==> src/verilog/bsc_exec_regs.svh <==
// Purpose: Constants for the bit-set, skip-if-set and call execution slice.
// Assumes: 14-bit instruction words, 13-bit program counter, 8-bit file registers.
// Notes:   Counts are in quarter phases of one instruction cycle.
// Contract
// - Opcode 01 01bb sets bit b, no flags.
// - Bit set: decode, read, modify, write quarters.
// - Opcode 01 11bb tests bit, no flags.
// - Tested bit one: discard next, run no-op.
// - Call pushes PC plus one, two cycles.
// - Opcode 10 0k loads literal into PC<10:0>.
`ifndef BSC_EXEC_REGS_SVH
`define BSC_EXEC_REGS_SVH
`define OPC_BIT_SET     4'h5
`define OPC_SKIP_SET    4'h7
`define OPC_CALL        3'h4
`define FIELD_BIT_LO    7
`define FIELD_FILE_HI   6
`define LATCH_PC_HI     4
`define LATCH_PC_LO     3
`define QUARTERS        4
`endif

==> src/verilog/bsc_exec_pkg.sv <==
// Purpose: Types for the bit-set, skip-if-set and call execution slice.
// Assumes: One-hot codes for the quarter sequencer and the decoded operation.
// Notes:   Constants live in the register header, types live here.
package bsc_exec_pkg;
  typedef enum logic [3:0] {
    Q1 = 4'h1,
    Q2 = 4'h2,
    Q3 = 4'h4,
    Q4 = 4'h8
  } quarter_e;
  typedef enum logic [3:0] {
    OP_NONE  = 4'h1,
    OP_SET   = 4'h2,
    OP_SKIP  = 4'h4,
    OP_CALL  = 4'h8
  } op_e;
endpackage

==> src/verilog/bit_skip_and_call_exec.sv <==
// Purpose: Executes bit set, bit test skip-if-set and call over four quarters.
// Assumes: instr is stable from Q1 to Q4 of a cycle; file data returns in the same quarter.
// Notes:   Other opcodes pass as no-ops here; a forced no-op cycle ignores instr.
`timescale 1ns/1ps
`include "bsc_exec_regs.svh"
module bit_skip_and_call_exec
  import bsc_exec_pkg::*;
#(
  parameter int PC_W = 13
) (
  // Clock, reset and enable
  input  wire logic            sys_clk,
  input  wire logic            resetn,
  input  wire logic            clk_en,
  // Instruction and program counter
  input  wire logic [13:0]     instr,
  input  wire logic [PC_W-1:0] pc_in,
  input  wire logic [7:0]      pc_upper_latch,
  // File register port
  input  wire logic [7:0]      file_rdata,
  output logic      [6:0]      file_addr,
  output logic                 file_rd,
  output logic                 file_wr,
  output logic      [7:0]      file_wdata,
  // Program counter and stack
  output logic                 pc_load,
  output logic      [PC_W-1:0] pc_new,
  output logic                 stack_push,
  output logic      [PC_W-1:0] stack_top,
  // Cycle status
  output logic                 nop_cycle,
  output logic      [3:0]      quarter
);

  //////////////////////////////////////////////////////////////////////////////
  // Elaboration check.

  // The call target is two latch bits on top of an 11-bit literal, so the
  // program counter can be neither wider nor narrower than 13 bits.
  if (PC_W != 13) begin : g_pc_width_check
    $error("PC_W must be 13");
  end

  //////////////////////////////////////////////////////////////////////////////
  // State and decode.

  quarter_e   q_q;
  op_e        op_q;
  logic       force_nop_q;
  logic [7:0] data_q;
  logic [2:0] bsel;
  logic       is_set;
  logic       is_skip;
  logic       is_call;
  logic       skip_taken_d;
  logic       nop_next_d;
  logic       call_q3;

  // The bit and file fields sit in the same place for both bit instructions.
  assign bsel    = instr[`FIELD_BIT_LO+2:`FIELD_BIT_LO];
  assign is_set  = instr[13:10] == `OPC_BIT_SET;
  assign is_skip = instr[13:10] == `OPC_SKIP_SET;
  assign is_call = instr[13:11] == `OPC_CALL;

  // A skip is taken on the bit read in Q2; a call always buys a no-op cycle.
  assign skip_taken_d = op_q == OP_SKIP && data_q[bsel];
  assign nop_next_d   = skip_taken_d || op_q == OP_CALL;
  assign call_q3      = q_q == Q3 && op_q == OP_CALL;

  //////////////////////////////////////////////////////////////////////////////
  // Quarter sequencer.

  always_ff @(posedge sys_clk or negedge resetn) begin
    if (!resetn) begin
      q_q <= Q1;
    end else if (clk_en) begin
      case (q_q)
        Q1:      q_q <= Q2;
        Q2:      q_q <= Q3;
        Q3:      q_q <= Q4;
        Q4:      q_q <= Q1;
        default: q_q <= Q1;
      endcase
    end
  end

  // The output copy runs alongside the sequencer so that it comes from a flop.
  always_ff @(posedge sys_clk or negedge resetn) begin
    if (!resetn) begin
      quarter <= 4'h1;
    end else if (clk_en) begin
      case (q_q)
        Q1:      quarter <= 4'h2;
        Q2:      quarter <= 4'h4;
        Q3:      quarter <= 4'h8;
        Q4:      quarter <= 4'h1;
        default: quarter <= 4'h1;
      endcase
    end
  end

  //////////////////////////////////////////////////////////////////////////////
  // Decode in Q1.

  // The word fetched behind a taken skip or a call is already on instr when
  // the no-op cycle starts, so it is thrown away here and never executed.
  always_ff @(posedge sys_clk or negedge resetn) begin
    if (!resetn) begin
      op_q <= OP_NONE;
    end else if (clk_en && q_q == Q1) begin
      if (force_nop_q) begin
        op_q <= OP_NONE;
      end else if (is_set) begin
        op_q <= OP_SET;
      end else if (is_skip) begin
        op_q <= OP_SKIP;
      end else if (is_call) begin
        op_q <= OP_CALL;
      end else begin
        op_q <= OP_NONE;
      end
    end
  end

  //////////////////////////////////////////////////////////////////////////////
  // No-op cycle control.

  // Both registers load only in Q4, so they cover exactly the four quarters
  // of the next cycle; that cycle decodes as a no-op and so clears them again.
  always_ff @(posedge sys_clk or negedge resetn) begin
    if (!resetn) begin
      force_nop_q <= 1'h0;
    end else if (clk_en && q_q == Q4) begin
      force_nop_q <= nop_next_d;
    end
  end

  always_ff @(posedge sys_clk or negedge resetn) begin
    if (!resetn) begin
      nop_cycle <= 1'h0;
    end else if (clk_en && q_q == Q4) begin
      nop_cycle <= nop_next_d;
    end
  end

  //////////////////////////////////////////////////////////////////////////////
  // File register access: read in Q2, modify in Q3, write in Q4.

  // The address simply follows instr; it only means something while file_rd
  // or file_wr is high, and instr is held for the whole cycle.
  always_ff @(posedge sys_clk or negedge resetn) begin
    if (!resetn) begin
      file_addr <= 7'h00;
    end else if (clk_en) begin
      file_addr <= instr[`FIELD_FILE_HI:0];
    end
  end

  // A bit set or a skip asks for its operand in Q2, unless the cycle is a no-op.
  always_ff @(posedge sys_clk or negedge resetn) begin
    if (!resetn) begin
      file_rd <= 1'h0;
    end else if (clk_en) begin
      file_rd <= q_q == Q1 && !force_nop_q && (is_set || is_skip);
    end
  end

  always_ff @(posedge sys_clk or negedge resetn) begin
    if (!resetn) begin
      file_wr <= 1'h0;
    end else if (clk_en) begin
      file_wr <= q_q == Q3 && op_q == OP_SET;
    end
  end

  // The operand is taken at the end of Q2, on the same edge that drops file_rd.
  always_ff @(posedge sys_clk or negedge resetn) begin
    if (!resetn) begin
      data_q <= 8'h00;
    end else if (clk_en && file_rd) begin
      data_q <= file_rdata;
    end
  end

  // Only the chosen bit changes; no status flag is touched by either bit op.
  always_ff @(posedge sys_clk or negedge resetn) begin
    if (!resetn) begin
      file_wdata <= 8'h00;
    end else if (clk_en && q_q == Q3 && op_q == OP_SET) begin
      file_wdata <= data_q | (8'h01 << bsel);
    end
  end

  //////////////////////////////////////////////////////////////////////////////
  // Call: push return address and load target in Q4 of the first cycle.

  always_ff @(posedge sys_clk or negedge resetn) begin
    if (!resetn) begin
      pc_load <= 1'h0;
    end else if (clk_en) begin
      pc_load <= call_q3;
    end
  end

  always_ff @(posedge sys_clk or negedge resetn) begin
    if (!resetn) begin
      stack_push <= 1'h0;
    end else if (clk_en) begin
      stack_push <= call_q3;
    end
  end

  // The return address wraps at the top of program memory like the counter.
  always_ff @(posedge sys_clk or negedge resetn) begin
    if (!resetn) begin
      stack_top <= '0;
    end else if (clk_en && call_q3) begin
      stack_top <= pc_in + 13'h0001;
    end
  end

  // The upper page bits come from the latch, not from the current counter.
  always_ff @(posedge sys_clk or negedge resetn) begin
    if (!resetn) begin
      pc_new <= '0;
    end else if (clk_en && call_q3) begin
      pc_new <= {pc_upper_latch[`LATCH_PC_HI:`LATCH_PC_LO],
                 instr[10:0]};
    end
  end

endmodule

==> config.mk <==
export PLATFORM = sky130hd
export DESIGN_NAME = bit_skip_and_call_exec
export DESIGN_NICKNAME = d
export VERILOG_FILES = /design/src/verilog/bsc_exec_pkg.sv /design/src/verilog/bit_skip_and_call_exec.sv
export VERILOG_INCLUDE_DIRS = /design/src /design/src/verilog
export SDC_FILE = /design/constraint.sdc
export NUM_CORES = 1
export LEC_CHECK = 0
export BUFFER_PORTS_ARGS = -buffer_cell sky130_fd_sc_hd__buf_2
export CORE_ASPECT_RATIO = 1.4
export CORE_MARGIN = 4
export CORE_UTILIZATION = 30
export DETAILED_ROUTE_END_ITERATION = 10
export PLACE_DENSITY = 0.58
export SYNTH_ARGS = -nofsm -noshare
export SYNTH_HDL_FRONTEND = slang
export SYNTH_SLANG_ARGS = --single-unit
==> constraint.sdc <==
create_clock -name sys_clk -period 2.6 [get_ports sys_clk]
set_clock_uncertainty 0.2 [all_clocks]
set_input_delay 0.39 -clock sys_clk [delete_from_list [all_inputs] [get_ports sys_clk]]
set_output_delay 0.39 -clock sys_clk [all_outputs]
set_load 0.01 [all_outputs]
==> results of run 1 <==
-- worst max-delay path: stages (launching register included) --
cell and delay (ns):
dfrtp_1 0.41, or4b_4 0.58, nor3_4 0.55, nor2_1 0.08, a21oi_1 0.14
-- placed cells by master, fill, tap and decap left out, types with 5 or more instances in the layout --
cell | synthesis | final
clkbuf_16 | 0 | 9
nand3_1 | 7 | 7
buf_2 | 0 | 89
dfrtp_1 | 59 | 59
a21oi_1 | 11 | 11
mux2_2 | 27 | 27
nor2_1 | 19 | 19
o21ai_0 | 20 | 20
xnor2_1 | 8 | 8
nor3_1 | 6 | 6
nand2_1 | 23 | 23
a31oi_1 | 5 | 5
inv_1 | 11 | 11
-- per-layer routing --
metal  global-route usage  vias to the layer above  wire length, um
li1                     -                     1031                -
met1               0.1535                      959             2575
met2               0.2046                       66             3012
met3              0.04090                       12              461
met4              0.05955                        0              146
met5                    0                        -                0
-- worst min path at each step --
stage / to / slack, ns
2_1_floorplan: data_q[0]$_DFFE_PN0P_ / -0.11
3_3_place_gp: op_q[3]$_DFFE_PN0P_ / 0.18
3_5_place_dp: file_wr$_DFFE_PN0P_ / 0.18
4_1_cts: op_q[1]$_DFFE_PN0P_ / 0.06
5_1_grt: op_q[1]$_DFFE_PN0P_ / 0.09
6_report: op_q[1]$_DFFE_PN0P_ / 0.08
-- flip-flops by register name (all words and copies together), names as in the netlist --
register / cells
op_q: 4
file_wr: 1
stack_top: 13
file_addr: 7
pc_new: 13
file_rd: 1
data_q: 8
file_wdata: 8
stack_push: 1
nop_cycle: 1
quarter: 4
-- report_power, final --
part / leakage [nW] / switching [mW] / internal, mW
logic: 0.848 / 0.286 / 0.283
clock network: 0.140 / 0.391 / 0.721
registers: 0.806 / 0.139 / 1.14
total: 1.79 / 0.816 / 2.14
-- kinds of logic after synthesis --
logic type,count (synthesis),synth area share
and+or+nand+nor,74,0.1402
DFF,61,0.5634
AOI/OAI and AO/OA,42,0.08668
muxes,30,0.1323
buffers and inverters,22,0.03735
xor gates and xnor gates,11,0.03550
adders and majority gates,1,0.004610
-- cell type report --
| cell class | instances | area [um2] | share of cell area |
|---|---|---|---|
| Multi-Input combinational cell | 158 | 1084 | 0.3039 |
| Clock inverter | 1 | 5.005 | 0.001404 |
| Sequential cell | 61 | 1529 | 0.4288 |
| Timing Repair Buffer | 94 | 498.0 | 0.1396 |
| Inverter | 11 | 41.29 | 0.01158 |
| Clock buffer | 15 | 277.8 | 0.07789 |
| Tap cell | 105 | 131.4 | 0.03684 |
==> metrics.md, run 1 <==
| Metric | Value |
|---|---|
| DRC | 0 |
| Post-synth ARST share | 1.000 |
| Fin util | 0.4095 |
| Tmin final | 2.045 ns |
| Die area | approximately 11,000 um2 |
| # H-tree levels | 3 |
| RSZ-0062 raised after global routing | no |
| Initial antenna violation count | 0 |
| Cts bufs inserted | 9 |
| Placed Area | 3273 um2 |
| Hpwl dp | between 4 and 5 mm |
| Setup crit start | quarter[1]$_DFFE_PN0P_ |
| # resized after CTS | 0 |
| Hold Path Depth | 2 |
| Critical Path Sink | file_wdata[7]$_DFFE_PN0P_ |
| Post-Route WL | a little over 6 mm |
| Max-slew violations | 0 |
| R2r endpoint | file_wdata[7]$_DFFE_PN0P_ |
| Status | finished clean |
| Register bit total from synthesis | just over 60 |
| Sequential area share after synthesis | 0.5634 |
| Worst-path fanout max | 17 |
| Top FF cell, synth | dfrtp_1 |
| Core ar. | around 8700 um2 |
| Fin area | around 3600 um2 |
| Clock root buffer | clkbuf_16 |
| Crit Path Class | flop to flop |
| FILL cells | 895 |
| Antenna-violating nets left | 0 |
| Total power | 2.957 mW |
| R2R Path Start | quarter[1]$_DFFE_PN0P_ |
| Worst IR drop on VDD | roughly 0.42 mV |
| Syn Std Cell Area | roughly 2700 um2 |
| CP Capture Type | flop |
| Most frequent cell after synthesis | dfrtp_1 |
| Vias | between 2,000 and 2,500 |
| Max Cap Viol | 0 |
| CTS tree | done |
| GR Util All Layers | 0.1277 |
| Leak | around 1.8 nW |
| Critical Path RT | ~2.7 ns |
| Area Overhead vs Synth | 31.40% |
| PortBufs | roughly 90 |
| Power density over the cells | 829.2 nW/um2 |
| Area leader, netlist | dfrtp_1 |
| Share of cells above drive strength 1 | 0.4176 |
| Worst-Margin Slew | just over 0.6 ns |
| Syn. warnings | 0 |
| First drt pass iteration count | 4 |
| Post-placement setup slack | around 0.55 ns |
| Largest net degree at the start of global routing | 36 |
| Fin crit share | 0.7864 |
| Mean Syn Cell Area | 11.26 um2 |
| Initial Util | 0.3116 |
| Setup_tns | 0 ns |
| Syn_nets | between 200 and 300 |
| Site row count | 40 |
| Die X | roughly 88 um |
| # IOs | 96 |
| Hold_sp | instr[11] |
| First-pass GRT wire length | 10.47 mm |
| Setup ws final | roughly 0.56 ns |
| R2r worst-path depth | 4 |
| Worst-Skew Late Latency | 0.32 ns |
| Drt initial violations | 46 |
| Setup violations, final | 0 |
| Fin. Hold Viols | 0 |
| Nets | about 380 |
| Total global routing overflow | 0 |
| Clk pin slew, worst setup/hold paths | 0.05 ns |
| Hold_buf cts | 1 |
| Number of enable flip-flop cells after synthesis | 0 |
| Post-route insts no fill | roughly 450 |
| Final hold slack | about 0.075 ns |
| Worst reg-to-reg setup slack | approximately 0.56 ns |
| Cells after DPL | 428 |
| Clock sink total | 61 |
| Synth Instances | approximately 240 |
| Die Span Y | between 100 and 150 um |
| Ranking of synthesized cells by area | dfrtp_1, mux2_2, o21ai_0 |
| Netlist cell types | 39 |
| Clk buf depth | 2 |
| Crit path arrival time | between 2 and 2.5 ns |
| HP Class | input port to flop |
| Most instantiated cells after synthesis | dfrtp_1, mux2_2, nand2_1, o21ai_0, nor2_1 |
| Vias in the first global route | 2,178 |
| Inserted Diodes | 0 |
| Slew headroom | 0.5827 |
| Postcts setup bufs | 0 |
| Top cell type's share of synthesized area | 0.5440 |
| Per-cell routed wire length | between 10 and 15 um |
| Fmax | 0.4891 GHz |
| RD Place Congestion | between 0.7 and 0.8 |
| Critical path startpoint category | flop |
| Vias per Instance | about 4.6 |
Note: power is estimated with default switching activity, not from simulation.
==> inputs of run 2 (changes only) <==
--- a/config.mk
+++ b/config.mk
@@ -11,7 +11,7 @@
 export CORE_MARGIN = 4
 export CORE_UTILIZATION = 30
 export DETAILED_ROUTE_END_ITERATION = 10
-export PLACE_DENSITY = 0.58
+export PLACE_DENSITY = 0.6
 export SYNTH_ARGS = -nofsm -noshare
 export SYNTH_HDL_FRONTEND = slang
 export SYNTH_SLANG_ARGS = --single-unit
==> constraint.sdc (replaced) <==
create_clock -name sys_clk -period 1.7 [get_ports sys_clk]
set_clock_uncertainty 0.2 [all_clocks]
set_input_delay 0.255 -clock sys_clk [delete_from_list [all_inputs] [get_ports sys_clk]]
set_output_delay 0.255 -clock sys_clk [all_outputs]
set_load 0.01 [all_outputs]
==> run 2 against run 1 <==
  * The run now ends with negative setup slack left
  * Core utilization up 5.1 points
  * Non-clock buffer count up 40
  * Hold slack worse by 0.053 ns
  * Routed wire length up 8.1%
  * Total power up 67%
  * Combinational power up 100%
  * Critical path depth up 1
  * First-iteration DRC count up 33%
  * Register-to-register slack worse by 0.63 ns
  * Critical path type unchanged
  * Critical endpoint is now file_wdata[3]$_DFFE_PN0P_
==> metrics.md, run 2 (synthesis results as in run 1) <==
| Metric | Value |
|---|---|
| Post-Route WL | approximately 6.7 mm |
| Initial Util | 0.3116 |
| Biggest regs | pc_new x13, stack_top x13 |
| Worst IR drop on VDD | ~0.61 mV |
| Setup violations, final | 19 |
| Inserted Diodes | 0 |
| Antenna-violating nets left | 0 |
| Total global routing overflow | 0 |
| Hold_sp | instr[13] |
| Slew headroom | 0.7463 |
| Hpwl dp | just under 5 mm |
| HP Class | input port to flop |
| Clock sink total | between 60 and 70 |
| Max Cap Viol | 0 |
| RSZ-0062 raised after global routing | yes |
| R2r worst-path depth | 5 |
| Status | finished, violations left |
| R2r endpoint | file_wdata[3]$_DFFE_PN0P_ |
| Hold Path Depth | 3 |
| Commonest cells after routing, fill and taps aside | buf_2, dfrtp_1, mux2_2 |
| DRC | 0 |
| Clock root buffer | clkbuf_16 |
| Nets | ~420 |
| Fmax | approximately 0.56 GHz |
| Fin crit share | 1.046 |
| Worst reg-to-reg setup slack | -0.08 ns |
| GR Util All Layers | 0.1334 |
| First drt pass iteration count | 5 |
| Worst-Skew Late Latency | approximately 0.32 ns |
| Crit path arrival time | between 1.5 and 2 ns |
| Core ar. | 8708 um2 |
| Hold Path Sink | op_q[3]$_DFFE_PN0P_ |
| Largest net degree at the start of global routing | 62 |
| Most common cell after layout, fill and taps aside | buf_2 |
| Die area | between 10,000 and 15,000 um2 |
| # IOs | 96 |
| Area Overhead vs Synth | 47.90% |
| Crit Path Class | flop to flop |
| Cts bufs inserted | 9 |
| CTS tree | done |
| Share of cells above drive strength 1 | 0.4395 |
| Max-slew violations | 0 |
| Die Span Y | roughly 120 um |
| Total power | a little under 5 mW |
| Setup ws final | -0.07837 ns |
| Worst-path fanout max | 17 |
| Power density over the cells | 1228 nW/um2 |
| Clk buf depth | 2 |
| PortBufs | approximately 90 |
| Die X | around 90 um |
| Initial antenna violation count | 0 |
| Tmin final | ~1.8 ns |
| Clk pin slew, worst setup/hold paths | ~0.050 ns |
| First-pass GRT wire length | between 10 and 15 mm |
| Leak | about 2.0 nW |
| Site row count | 40 |
| Critical path startpoint category | flop |
| R2R Path Start | op_q[2]$_DFFE_PN0P_ |
| Vias in the first global route | between 2,000 and 2,500 |
| Fin. Hold Viols | 0 |
| # H-tree levels | 3 |
| Per-cell routed wire length | 13.81 um |
| CP Capture Type | flop |
| Failing checks | negative setup slack |
| Vias per Instance | about 4.7 |
| Worst-Margin Slew | roughly 0.38 ns |
| RD Place Congestion | 0.7510 |
| Drt initial violations | 61 |
| Vias | approximately 2,300 |
| Critical Path RT | approximately 1.7 ns |
| Final hold slack | 0.02220 ns |
==> run 2: cell types whose count changed in the layout (fill, tap and decap cells not counted), sizes merged <==
cell	delta
dlygate4sd3	+20
clkbuf	-1
buf	+19
clkinvlp	+1
bufinv	+1
==> run 2: metrics by stage <==
step	TNS [ns]	cells	util	worst slack, ns	instance area [um2]
after global routing	-3.255	485	0.4609	-0.1576	4014
after global placement	-1.884	446	0.3928	-0.1429	3421
after detailed placement	-2.064	446	0.3928	-0.1434	3421
after floorplan	-1.249	241	-	-0.1277	2725
final	-1.175	485	0.4609	-0.07837	4014
after CTS	-1.143	483	0.4547	-0.08294	3960
==> run 2: area by class of cell <==
cell class	count	area (um2)
Inverter	11	41.29
Sequential cell	61	1529
Clock inverter	3	42.54
Fill cell	846	4695
Tap cell	105	131.4
Timing Repair Buffer	134	898.4
Clock buffer	13	270.3
Multi-Input combinational cell	158	1101
==> run 2: worst max-delay path, stage by stage (launching register included) <==
cell and delay (ns):
dfrtp_1 0.42, or4b_4 0.54, nor3_4 0.20, buf_12 0.16
nor2_1 0.05, a21oi_1 0.12
==> run 2: worst max path at each step <==
stage	startpoint	end	slack [ns]	cells past startpoint
floorplan	quarter[0]$_DFFE_PN1P_	file_wdata[6]$_DFFE_PN0P_	-0.13	6
global placement	op_q[1]$_DFFE_PN0P_	pc_new[10]$_DFFE_PN0P_	-0.14	4
detailed placement	op_q[1]$_DFFE_PN0P_	pc_new[0]$_DFFE_PN0P_	-0.14	4
CTS	op_q[2]$_DFFE_PN0P_	file_wdata[3]$_DFFE_PN0P_	-0.08	5
global route	op_q[1]$_DFFE_PN0P_	pc_new[2]$_DFFE_PN0P_	-0.16	5
finish	op_q[2]$_DFFE_PN0P_	file_wdata[3]$_DFFE_PN0P_	-0.08	5
==> run 2: what timing repair did <==
item | CTS | global route
buffers inserted | 0 | 1
resized for setup | 3 | 14
pin swaps | 0 | 1
cloned | 0 | 1
endpoints found under the setup margin | 32 | 36
hold endpoints to repair | 86 | 0
hold buffers | 21 | 0
==> run 2: routing by layer <==
layer  global-route usage  wire length [um]
met1               0.1471              2677
met2               0.2308              3492
met3              0.04090               418
met4              0.05860               112
met5                    0                 0
==> run 2: report_power, final <==
part           switching [mW]  total (mW)  internal, mW  leakage [nW]
combinational           0.533        1.14         0.608          1.06
sequential              0.183        1.92          1.74         0.806
clock                   0.616        1.87          1.25         0.152
total                    1.33        4.93          3.60          2.01
